--- src/logic/csp_status_regs.svh ---
`ifndef CSP_STATUS_REGS_SVH
`define CSP_STATUS_REGS_SVH
// Register byte offsets
`define OFS_STATUS_WORD 12'h000
`define OFS_CONTROL 12'h004
`define OFS_IRQ_STATUS 12'h008
`define OFS_IRQ_MASK 12'h00C
`define OFS_HISTORY 12'h010
// Status word field positions
`define BIT_TORQUE_LIMIT 15
`define BIT_FOLLOW_ERR 13
`define BIT_TARGET_ACCEPT 12
`define BIT_INT_LIMIT 11
`define BIT_REMOTE 9
`define BIT_WARNING 7
`define BIT_VOLTAGE 4
// Control register fields
`define CTL_HALT 0
`define CTL_RESET 32'h0000_0000
// Interrupt status fields
`define IRQ_FOLLOW 0
`define IRQ_LIMIT 1
`define IRQ_WARN 2
`define IRQ_TORQUE 3
`define IRQ_WIDTH 4
`define IRQ_MASK_RESET 4'h0
// Initialisation delay: 1000 ns at 5 ns clock
`define INIT_TIME_NS 1000
`define CLK_PERIOD_NS 5
`define INIT_CYCLES (`INIT_TIME_NS / `CLK_PERIOD_NS)
`endif

--- src/logic/csp_status_pkg.sv ---
package csp_status_pkg;
	// Alarm and sensor inputs from the motion core
	typedef struct packed {
		logic torque_at_limit;
		logic deviation_over_window;
		logic deviation_alarm_clear;
		logic overload_alarm_clear;
		logic warning_cause;
	} motion_flags_t;
	// Internal limit sources
	typedef struct packed {
		logic forward_limit_sensor;
		logic reverse_limit_sensor;
		logic forward_operation_prohibit;
		logic reverse_operation_prohibit;
		logic software_limit;
		logic mechanical_limit;
	} limit_flags_t;
	// Drive state machine context
	typedef struct packed {
		logic [6:0] state_bits;
		logic op_enabled;
		logic excited;
		logic main_power;
		logic stop_input;
	} drive_state_t;
	typedef enum logic [1:0] {
		INIT_WAIT = 2'b00,
		INIT_DONE = 2'b01
	} init_state_t;
endpackage

--- src/logic/csp_status_word_composer.sv ---
`timescale 1ns/1ps
`include "csp_status_regs.svh"
// Functional notes
// - Bit 15 is 1 while the load sits at the torque upper limit, else 0.
// - Bit 13 sets when position deviation exceeds the following error window.
// - Bit 13 returns to 0 only when the deviation or overload alarm is cleared.
// - Bit 12 is 0 and targets are ignored when not enabled, unexcited, halted, stopped or limited.
// - Otherwise bit 12 is 1 and target commands are acted on.
// - Bit 11 is 1 while any limit sensor, prohibit input, soft or mechanical limit is active.
// - Bit 9 rises once initialisation has completed.
// - Bit 7 follows the warning cause and clears by itself when causes go.
// - Bit 4 is 1 whenever main power is present.
// - Halt at 1 requests an immediate stop; at 0 operation is allowed.
module csp_status_word_composer
	import csp_status_pkg::*;
#(
	parameter int INIT_CYC = `INIT_CYCLES,
	parameter int HIST_DEPTH = 8
) (
	// Clock and reset
	input wire logic clk,
	input wire logic rst,
	// APB slave
	input wire logic psel,
	input wire logic penable,
	input wire logic pwrite,
	input wire logic [11:0] paddr,
	input wire logic [31:0] pwdata,
	output logic [31:0] prdata,
	output logic pready,
	output logic pslverr,
	// Motion core and I/O
	input wire motion_flags_t motion,
	input wire limit_flags_t limits,
	input wire drive_state_t drive,
	input wire logic target_valid,
	input wire logic [31:0] target_position,
	// Outputs to the motion core
	output logic [15:0] csp_status_word,
	output logic target_load,
	output logic [31:0] target_out,
	output logic immediate_stop,
	output logic irq
);
	localparam int HAW = $clog2(HIST_DEPTH);

	// Status composition state
	logic follow_err_reg, follow_err_next;
	logic [15:0] status_reg, status_next;
	logic target_load_reg, target_load_next;
	logic [31:0] target_reg, target_next;
	logic stop_reg, stop_next;
	init_state_t init_reg, init_next;
	logic [15:0] init_cnt_reg, init_cnt_next;
	logic limit_any, accept;

	// Register file state
	logic [31:0] ctl_reg, ctl_next;
	logic [`IRQ_WIDTH-1:0] ists_reg, ists_next, imask_reg, imask_next;
	logic [31:0] prdata_reg, prdata_next;
	logic pready_reg, pready_next, pslverr_reg, pslverr_next;
	logic irq_reg, irq_next;
	logic [`IRQ_WIDTH-1:0] ev;
	logic [15:0] hist_rd;

	function automatic logic reduce_or6(input limit_flags_t l);
		return l.forward_limit_sensor | l.reverse_limit_sensor |
			l.forward_operation_prohibit | l.reverse_operation_prohibit |
			l.software_limit | l.mechanical_limit;
	endfunction

	// Gating terms
	// Halt is control register bit 0, so software alone can close the gate
	always_comb begin
		limit_any = reduce_or6(limits);
		accept = drive.op_enabled && drive.excited && !ctl_reg[`CTL_HALT]
			&& !drive.stop_input && !limit_any;
	end

	// Initialisation countdown
	always_comb begin
		init_next = init_reg;
		init_cnt_next = init_cnt_reg;
		case (init_reg)
			INIT_WAIT: begin
				if (init_cnt_reg >= 16'(INIT_CYC - 1)) begin
					init_next = INIT_DONE;
				end else begin
					init_cnt_next = init_cnt_reg + 16'h0001;
				end
			end
			INIT_DONE: init_next = INIT_DONE;
			default: init_next = INIT_WAIT;
		endcase
	end

	// Status word and target path
	always_comb begin
		follow_err_next = follow_err_reg;
		if (motion.deviation_over_window) begin
			follow_err_next = 1'b1;
		end else if (motion.deviation_alarm_clear || motion.overload_alarm_clear) begin
			follow_err_next = 1'b0;
		end
		status_next = 16'h0000;
		status_next[`BIT_TORQUE_LIMIT] = motion.torque_at_limit;
		status_next[`BIT_FOLLOW_ERR] = follow_err_next;
		status_next[`BIT_TARGET_ACCEPT] = accept;
		status_next[`BIT_INT_LIMIT] = limit_any;
		status_next[`BIT_REMOTE] = (init_reg == INIT_DONE);
		status_next[`BIT_WARNING] = motion.warning_cause;
		status_next[6:0] = drive.state_bits;
		status_next[`BIT_VOLTAGE] = drive.main_power;
		target_load_next = accept && target_valid;
		target_next = (accept && target_valid) ? target_position : target_reg;
		stop_next = ctl_reg[`CTL_HALT];
	end

	always_ff @(posedge clk) begin
		if (rst) begin
			follow_err_reg <= 1'b0;
			status_reg <= 16'h0000;
			target_load_reg <= 1'b0;
			target_reg <= 32'h0000_0000;
			stop_reg <= 1'b0;
			init_reg <= INIT_WAIT;
			init_cnt_reg <= 16'h0000;
		end else begin
			follow_err_reg <= follow_err_next;
			status_reg <= status_next;
			target_load_reg <= target_load_next;
			target_reg <= target_next;
			stop_reg <= stop_next;
			init_reg <= init_next;
			init_cnt_reg <= init_cnt_next;
		end
	end

	// Recent status words, readable for diagnosis
	status_history_mem #(.DEPTH(HIST_DEPTH), .AW(HAW)) hist_u (
		.clk(clk),
		.rst(rst),
		.wr_en(status_next != status_reg),
		.wr_data(status_next),
		.rd_addr(HAW'(ctl_reg[8 +: HAW])),
		.rd_data(hist_rd)
	);

	// APB slave, zero wait states; events set sticky bits, read clears
	always_comb begin
		ev = '0;
		ev[`IRQ_FOLLOW] = follow_err_next & ~follow_err_reg;
		ev[`IRQ_LIMIT] = limit_any & ~status_reg[`BIT_INT_LIMIT];
		ev[`IRQ_WARN] = motion.warning_cause & ~status_reg[`BIT_WARNING];
		ev[`IRQ_TORQUE] = motion.torque_at_limit & ~status_reg[`BIT_TORQUE_LIMIT];
		ctl_next = ctl_reg;
		imask_next = imask_reg;
		ists_next = ists_reg;
		prdata_next = prdata_reg;
		pready_next = 1'b0;
		pslverr_next = 1'b0;
		if (psel && !penable) begin
			pready_next = 1'b1;
			case (paddr)
				`OFS_STATUS_WORD: prdata_next = {16'h0000, status_reg};
				`OFS_CONTROL: prdata_next = ctl_reg;
				`OFS_IRQ_STATUS: prdata_next = {28'h000_0000, ists_reg};
				`OFS_IRQ_MASK: prdata_next = {28'h000_0000, imask_reg};
				`OFS_HISTORY: prdata_next = {16'h0000, hist_rd};
				default: begin
					prdata_next = 32'h0000_0000;
					pslverr_next = 1'b1;
				end
			endcase
		end
		if (psel && penable && pready_reg) begin
			if (pwrite && paddr == `OFS_CONTROL) begin
				ctl_next = pwdata;
			end
			if (pwrite && paddr == `OFS_IRQ_MASK) begin
				imask_next = pwdata[`IRQ_WIDTH-1:0];
			end
			// Clear only what the read returned; a bit set since setup survives
			if (!pwrite && paddr == `OFS_IRQ_STATUS) begin
				ists_next = ists_reg & ~prdata_reg[`IRQ_WIDTH-1:0];
			end
		end
		ists_next = ists_next | ev; // Set wins over read clear
		irq_next = |(ists_next & imask_next);
	end

	always_ff @(posedge clk) begin
		if (rst) begin
			ctl_reg <= `CTL_RESET;
			imask_reg <= `IRQ_MASK_RESET;
			ists_reg <= '0;
			prdata_reg <= 32'h0000_0000;
			pready_reg <= 1'b0;
			pslverr_reg <= 1'b0;
			irq_reg <= 1'b0;
		end else begin
			ctl_reg <= ctl_next;
			imask_reg <= imask_next;
			ists_reg <= ists_next;
			prdata_reg <= prdata_next;
			pready_reg <= pready_next;
			pslverr_reg <= pslverr_next;
			irq_reg <= irq_next;
		end
	end

	assign prdata = prdata_reg;
	assign pready = pready_reg;
	assign pslverr = pslverr_reg;
	assign csp_status_word = status_reg;
	assign target_load = target_load_reg;
	assign target_out = target_reg;
	assign immediate_stop = stop_reg;
	assign irq = irq_reg;

	// Checks
	torque_bit_a: assert property (@(posedge clk) disable iff (rst)
		motion.torque_at_limit |=> csp_status_word[15]) else $error("torque bit not set");
	follow_set_a: assert property (@(posedge clk) disable iff (rst)
		motion.deviation_over_window |=> csp_status_word[13]) else $error("follow bit not set");
	follow_hold_a: assert property (@(posedge clk) disable iff (rst)
		follow_err_reg && !motion.deviation_alarm_clear && !motion.overload_alarm_clear
		|=> follow_err_reg) else $error("follow bit dropped early");
	target_block_a: assert property (@(posedge clk) disable iff (rst)
		(drive.stop_input || !drive.excited || limit_any) |=> !csp_status_word[12] && !target_load)
		else $error("target taken while blocked");
	target_take_a: assert property (@(posedge clk) disable iff (rst)
		accept && target_valid |=> target_load && target_out == $past(target_position))
		else $error("target not taken");
	limit_bit_a: assert property (@(posedge clk) disable iff (rst)
		limits.mechanical_limit |=> csp_status_word[11]) else $error("limit bit not set");
	remote_seen_a: assert property (@(posedge clk) disable iff (rst)
		csp_status_word[9] |=> csp_status_word[9]) else $error("remote bit fell");
	warn_clear_a: assert property (@(posedge clk) disable iff (rst)
		!motion.warning_cause |=> !csp_status_word[7]) else $error("warning not cleared");
	voltage_bit_a: assert property (@(posedge clk) disable iff (rst)
		drive.main_power |=> csp_status_word[4]) else $error("voltage bit missing");
	halt_stop_a: assert property (@(posedge clk) disable iff (rst)
		ctl_reg[`CTL_HALT] |=> immediate_stop ##0 !csp_status_word[12])
		else $error("halt not honoured");
	zero_bits_a: assert property (@(posedge clk) disable iff (rst)
		csp_status_word[14] == 1'b0 && csp_status_word[10] == 1'b0 && csp_status_word[8] == 1'b0)
		else $error("unused bits set");
	state_copy_a: assert property (@(posedge clk) disable iff (rst)
		##1 $past(rst) || (csp_status_word[6:5] == $past(drive.state_bits[6:5])
		&& csp_status_word[3:0] == $past(drive.state_bits[3:0]))) else $error("state bits wrong");
	// Cleared sides of the level bits, plus the set side of the warning bit
	torque_clear_a: assert property (@(posedge clk) disable iff (rst)
		!motion.torque_at_limit |=> !csp_status_word[15]) else $error("torque bit stuck");
	follow_drop_a: assert property (@(posedge clk) disable iff (rst)
		!motion.deviation_over_window
		&& (motion.deviation_alarm_clear || motion.overload_alarm_clear)
		|=> !csp_status_word[13]) else $error("follow bit not cleared");
	remote_wait_a: assert property (@(posedge clk) disable iff (rst)
		init_reg == INIT_WAIT |=> !csp_status_word[9]) else $error("remote bit early");
	voltage_off_a: assert property (@(posedge clk) disable iff (rst)
		!drive.main_power |=> !csp_status_word[4]) else $error("voltage bit without power");
	halt_release_a: assert property (@(posedge clk) disable iff (rst)
		!ctl_reg[`CTL_HALT] |=> !immediate_stop) else $error("stop without halt");
	limit_clear_a: assert property (@(posedge clk) disable iff (rst)
		!limit_any |=> !csp_status_word[11]) else $error("limit bit stuck");
	warn_set_a: assert property (@(posedge clk) disable iff (rst)
		motion.warning_cause |=> csp_status_word[7]) else $error("warning not set");

	// Target gate and hold, plus bit 11 for any limit source
	target_gate_a: assert property (@(posedge clk) disable iff (rst)
		(!drive.op_enabled || ctl_reg[`CTL_HALT]) |=> !csp_status_word[12] && !target_load)
		else $error("target open while disabled");
	target_open_a: assert property (@(posedge clk) disable iff (rst)
		accept |=> csp_status_word[12]) else $error("target bit not set");
	target_hold_a: assert property (@(posedge clk) disable iff (rst)
		!(accept && target_valid) |=> $stable(target_out)) else $error("ignored target used");
	limit_any_a: assert property (@(posedge clk) disable iff (rst)
		limit_any |=> csp_status_word[11]) else $error("limit source missed");

	// Interrupt bookkeeping
	sticky_hold_a: assert property (@(posedge clk) disable iff (rst)
		ists_reg[`IRQ_WARN] && !(psel && penable && !pwrite && paddr == `OFS_IRQ_STATUS)
		|=> ists_reg[`IRQ_WARN]) else $error("sticky bit lost");
	irq_masked_a: assert property (@(posedge clk) disable iff (rst)
		imask_reg == '0 && !(psel && penable && pwrite && paddr == `OFS_IRQ_MASK)
		|=> !irq) else $error("irq while masked");

	// APB timing; a master that stretches setup is outside this contract
	apb_ready_a: assert property (@(posedge clk) disable iff (rst)
		psel && !penable |=> pready) else $error("no answer to setup");
	apb_pulse_a: assert property (@(posedge clk) disable iff (rst)
		pready |=> !pready) else $error("pready held too long");
	apb_refuse_a: assert property (@(posedge clk) disable iff (rst)
		psel && !penable && paddr > `OFS_HISTORY
		|=> pslverr && prdata == 32'h0000_0000) else $error("unmapped access answered");

	halt_cov: cover property (@(posedge clk) disable iff (rst) immediate_stop && target_valid);
	limit_cov: cover property (@(posedge clk) disable iff (rst) $rose(csp_status_word[11]));
	target_cov: cover property (@(posedge clk) disable iff (rst) target_load);
	follow_cov: cover property (@(posedge clk) disable iff (rst) $fell(follow_err_reg));
	irq_cov: cover property (@(posedge clk) disable iff (rst) irq);
endmodule

--- src/logic/status_history_mem.sv ---
`timescale 1ns/1ps
// Small history of recent status words; read data registered
module status_history_mem #(
	parameter int DEPTH = 8,
	parameter int AW = 3
) (
	// Clock and reset
	input wire logic clk,
	input wire logic rst,
	// Write side
	input wire logic wr_en,
	input wire logic [15:0] wr_data,
	// Read side
	input wire logic [AW-1:0] rd_addr,
	output logic [15:0] rd_data
);
	logic [15:0] mem_reg [DEPTH];
	logic [AW-1:0] wptr_reg;
	logic [AW-1:0] wptr_next;
	logic [15:0] rd_data_reg;

	// Pointer advance
	always_comb begin
		wptr_next = wr_en ? wptr_reg + 1'b1 : wptr_reg;
	end

	// Storage and registered read
	always_ff @(posedge clk) begin
		if (rst) begin
			wptr_reg <= '0;
			rd_data_reg <= 16'h0000;
		end else begin
			wptr_reg <= wptr_next;
			rd_data_reg <= mem_reg[wptr_reg - 1'b1 - rd_addr];
		end
		if (wr_en) begin
			mem_reg[wptr_reg] <= wr_data;
		end
	end

	assign rd_data = rd_data_reg;
endmodule

--- config.mk ---
export PLATFORM = sky130hd
export DESIGN_NAME = csp_status_word_composer
export DESIGN_NICKNAME = d
export VERILOG_FILES = /design/src/logic/csp_status_pkg.sv /design/src/logic/csp_status_word_composer.sv /design/src/logic/status_history_mem.sv
export VERILOG_INCLUDE_DIRS = /design/src /design/src/logic
export SDC_FILE = /design/constraint.sdc
export NUM_CORES = 1
export LEC_CHECK = 0
export ABC_AREA = 1
export ABC_CLOCK_PERIOD_IN_PS = 3350
export BUFFER_PORTS_ARGS = -buffer_cell sky130_fd_sc_hd__clkbuf_2
export CORE_UTILIZATION = 40
export CTS_CLUSTER_DIAMETER = 200
export DETAILED_ROUTE_END_ITERATION = 12
export SETUP_SLACK_MARGIN = 0.3
export SLEW_MARGIN = 10
export SYNTH_ARGS = -nofsm -noshare
export SYNTH_HDL_FRONTEND = slang
export SYNTH_SLANG_ARGS = --single-unit
--- constraint.sdc ---
create_clock -name clk -period 3.35 [get_ports clk]
set_input_delay 0 -clock clk [delete_from_list [all_inputs] [get_ports clk]]
set_output_delay 0 -clock clk [all_outputs]
set_load 0.05 [all_outputs]
==> impl_metrics.env <==
export IMPL_cp_required_ns=3.58
export IMPL_netlist_instances=1116
export IMPL_synth_fa_ha_area_share_pct=1.03
export IMPL_power_switching_mw=1.67
export IMPL_cts_sinks=259
export IMPL_ys_warn_count=0
export IMPL_dp_slack_ns=0.442
export IMPL_crit_start="ctl_reg[0]"
export IMPL_dr_pass1_iters=5
export IMPL_ys_seq_area_share_pct=59.4
export IMPL_largest_reg_flops=104
export IMPL_synthMuxAreaShare_pct=1.24
export IMPL_fill_cells=2264
export IMPL_portBuffers=184
export IMPL_initial_core_util_pct=41.2
export IMPL_core_area_um2=25400
export IMPL_cts_setup_buffers=0
export IMPL_critPathMaxStageDelay_ns=0.62
export IMPL_crit_chain="nor2_1, nand3_1, nor2_4, dlygate4sd3_1, inv_2, nand2_2, nand2_1, nor2_2, or2_4, nor2_1, buf_4"
export IMPL_finalCritPeriodShare_pct=84.7
export IMPL_grt_pass1_wl_mm=44.1
export IMPL_arrival_ns=3.07
export IMPL_power_frac_clock_pct=43.3
export IMPL_wl_per_cell_um=16.2
export IMPL_clk_transition_reported_paths_ns=0.06
export IMPL_pwr_share_seq_pct=47.8
export IMPL_avgSynthCellArea_um2=9.39
export IMPL_via_count=8711
export IMPL_finClkSkew_ns=0.00967
export IMPL_grt_pass1_vias=8520
export IMPL_drv_slew=0
export IMPL_fin_ws_ns=0.511
export IMPL_cpLargestDelayFamily="simple AND/OR/NAND/NOR gates"
export IMPL_drtIter0Drc=661
export IMPL_path_class="reg -> reg"
export IMPL_hold_class="in -> reg"
export IMPL_hp_start="limits[4]"
export IMPL_synth_compound_area_share_pct=13.5
export IMPL_wirelength_mm=28.3
export IMPL_synth_largest_area_cell="edfxtp_1"
export IMPL_worstMarginPinSlew_ns=1.11
export IMPL_clock_latency_ns=0.53
export IMPL_layout_nets=1512
export IMPL_synth_top_area_share_pct=29.8
export IMPL_dieWidth_um=164
export IMPL_synth_edf_count=104
export IMPL_die_h_um=164
export IMPL_clock_path_buffers=3
export IMPL_clock_root_buffer="clkbuf_16"
export IMPL_finalSetupTns_ns=0
export IMPL_die_area_um2=26800
export IMPL_grt_usage_pct=20.9
export IMPL_power_leakage_nw=5.72
export IMPL_path_common_cell="nor2_1"
export IMPL_synth_area_leaders="edfxtp_1 (30%), dfxtp_1 (30%), a21oi_1 (6.3%), nand2_1 (6.0%), inv_1 (4.9%)"
export IMPL_drive_gt1_share_pct=20.3
export IMPL_period_minus_slack_ns=2.84
export IMPL_h_tree_depth=1
export IMPL_yosys_area_share_xor_xnor_pct=0.753
export IMPL_routabilityCongestion=0.785
export IMPL_reg2reg_from="ctl_reg[0]"
export IMPL_insertedDiodeCount=0
export IMPL_rsz0062_at_grt="no"
export IMPL_ys_seq_elements=259
export IMPL_synth_top_family_by_area="simple AND/OR/NAND/NOR gates"
export IMPL_hold_violations=0
export IMPL_cts_tree="built"
export IMPL_maxCapViolCount=0
export IMPL_grt_max_degree=65
export IMPL_seqCellArea_um2=6230
export IMPL_drc_errors=0
export IMPL_setup_violations=0
export IMPL_ir_drop_mv=0.345
export IMPL_power_share_combinational_pct=8.9
export IMPL_ioPinCount=189
export IMPL_cp_slowest_cell="dlygate4sd3_1"
export IMPL_status="finished clean"
export IMPL_synthFlopType="dfxtp_1"
export IMPL_synthesis_area_um2=10500
export IMPL_netlist_cell_type_count=40
export IMPL_area_delta_synth_final_pct=30.9
export IMPL_maxSlewHeadroom_pct=25.9
export IMPL_rows=58
export IMPL_detail_route_antenna_nets=0
export IMPL_multi_input_area_um2=3370
export IMPL_cts_made_buffers=28
export IMPL_p_per_area_nw_per_um2=522
export IMPL_switching_share_pct=23.3
export IMPL_path_buf_inv=3
export IMPL_path_max_fanout=7
export IMPL_synth_most_common_cell="nand2_1"
export IMPL_viasPerCell=4.97
export IMPL_p_int_mw=5.49
export IMPL_cp_end_kind="register"
export IMPL_dp_final_hpwl_mm=17.5
export IMPL_grt_remaining_overflow=0
export IMPL_synth_simple_gate_area_share_pct=15.5
export IMPL_fmax_mhz=352
export IMPL_critPathLaunchType="register"
export IMPL_async_flop_share_pct=0
export IMPL_synth_common_cells="nand2_1 (167), dfxtp_1 (155), inv_1 (138)"
export IMPL_antenna_found_initial=0
==> cells in the final DEF (no fill, tap or decap), drive strengths merged <==
master,n
a21oi,131
a31oi,13
and3,1
buf,18
bufinv,1
clkbuf,231
clkinv,3
conb,3
dfxtp,155
dlygate4sd3,115
edfxtp,104
fa,1
ha,7
inv,145
mux2i,13
nand2,175
nand3,77
nand3b,1
nand4,15
nor2,73
nor3,10
nor4,1
o211ai,20
o21ai,95
o22ai,4
or2,1
xnor2,3
xor2,6
==> kinds of logic (layout without fill, tap and decap cells) <==
kind of cell / Yosys count / after routing
AND/OR/NAND/NOR: 354 / 354
AO/OA/AOI/OAI: 263 / 263
flip-flops: 259 / 259
buffers and inverters: 209 / 513
multiplexers: 13 / 13
XOR/XNOR: 9 / 9
adder cells (fa/ha/maj): 8 / 8
other: 1 / 3
==> repair_timing <==
action / 4_1_cts / 5_1_grt
endpoints found under the setup margin: 0 / 7
hold endpoints to repair: 165 / 0
hold buffers: 115 / 0
resized for setup: 0 / 1
==> worst min-delay path, delay by kind of cell <==
family                     cells  cell delay [ns]
adders and majority gates      1             0.14
and+or+nand+nor                2             0.12
buffers and inverters          2             0.13
AOI/OAI and AO/OA              1             0.13
==> metal layers <==
layer	global-route usage [%]	routed length, µm
met1	27.1	12600
met2	35.0	13200
met3	4.19	1750
met4	6.65	801
met5	0	0
==> power by group through the flow <==
stage / Clock [mW] / Sequential [mW] / Combinational (mW)
global route: 3.27 / 3.43 / 0.703
detailed placement: 0 / 3.49 / 0.560
global placement: 0 / 3.49 / 0.556
floorplan: 0 / 3.51 / 0.319
finish: 3.10 / 3.43 / 0.638
CTS: 3.16 / 3.43 / 0.640
==> final timing paths <==
kind / endpoint / slack [ns] / cells after the start
worst min-delay path: ists_reg[1] / 0.03 / 6
worst min register to register: init_cnt_reg[12] / 0.43 / 2
worst max register to register: hist_u.mem_reg[6][3] / 0.51 / 11
worst max-delay path: hist_u.mem_reg[6][3] / 0.51 / 11
==> cell type report <==
type	count	share of cell area, %
Multi-Input combinational cell	650	24.6
Clock inverter	4	0.356
Clock buffer	48	6.50
Inverter	145	3.97
Tap cell	330	3.01
Sequential cell	259	45.4
Timing Repair Buffer	316	16.2
==> per-stage QoR <==
stage	instances	util, %	power [mW]	hold WS, ns	cell area [µm²]
after detailed placement	1585	45.7	4.05	0.264	11600
after CTS	1752	54.0	7.22	0.0220	13700
after global placement	1585	45.7	4.05	0.252	11600
after global routing	1752	54.0	7.40	0.0643	13700
final	1752	54.0	7.16	0.0317	13700
after floorplan	1118	-	3.83	0.0989	10500
Note: power is estimated with default switching activity, not from simulation.
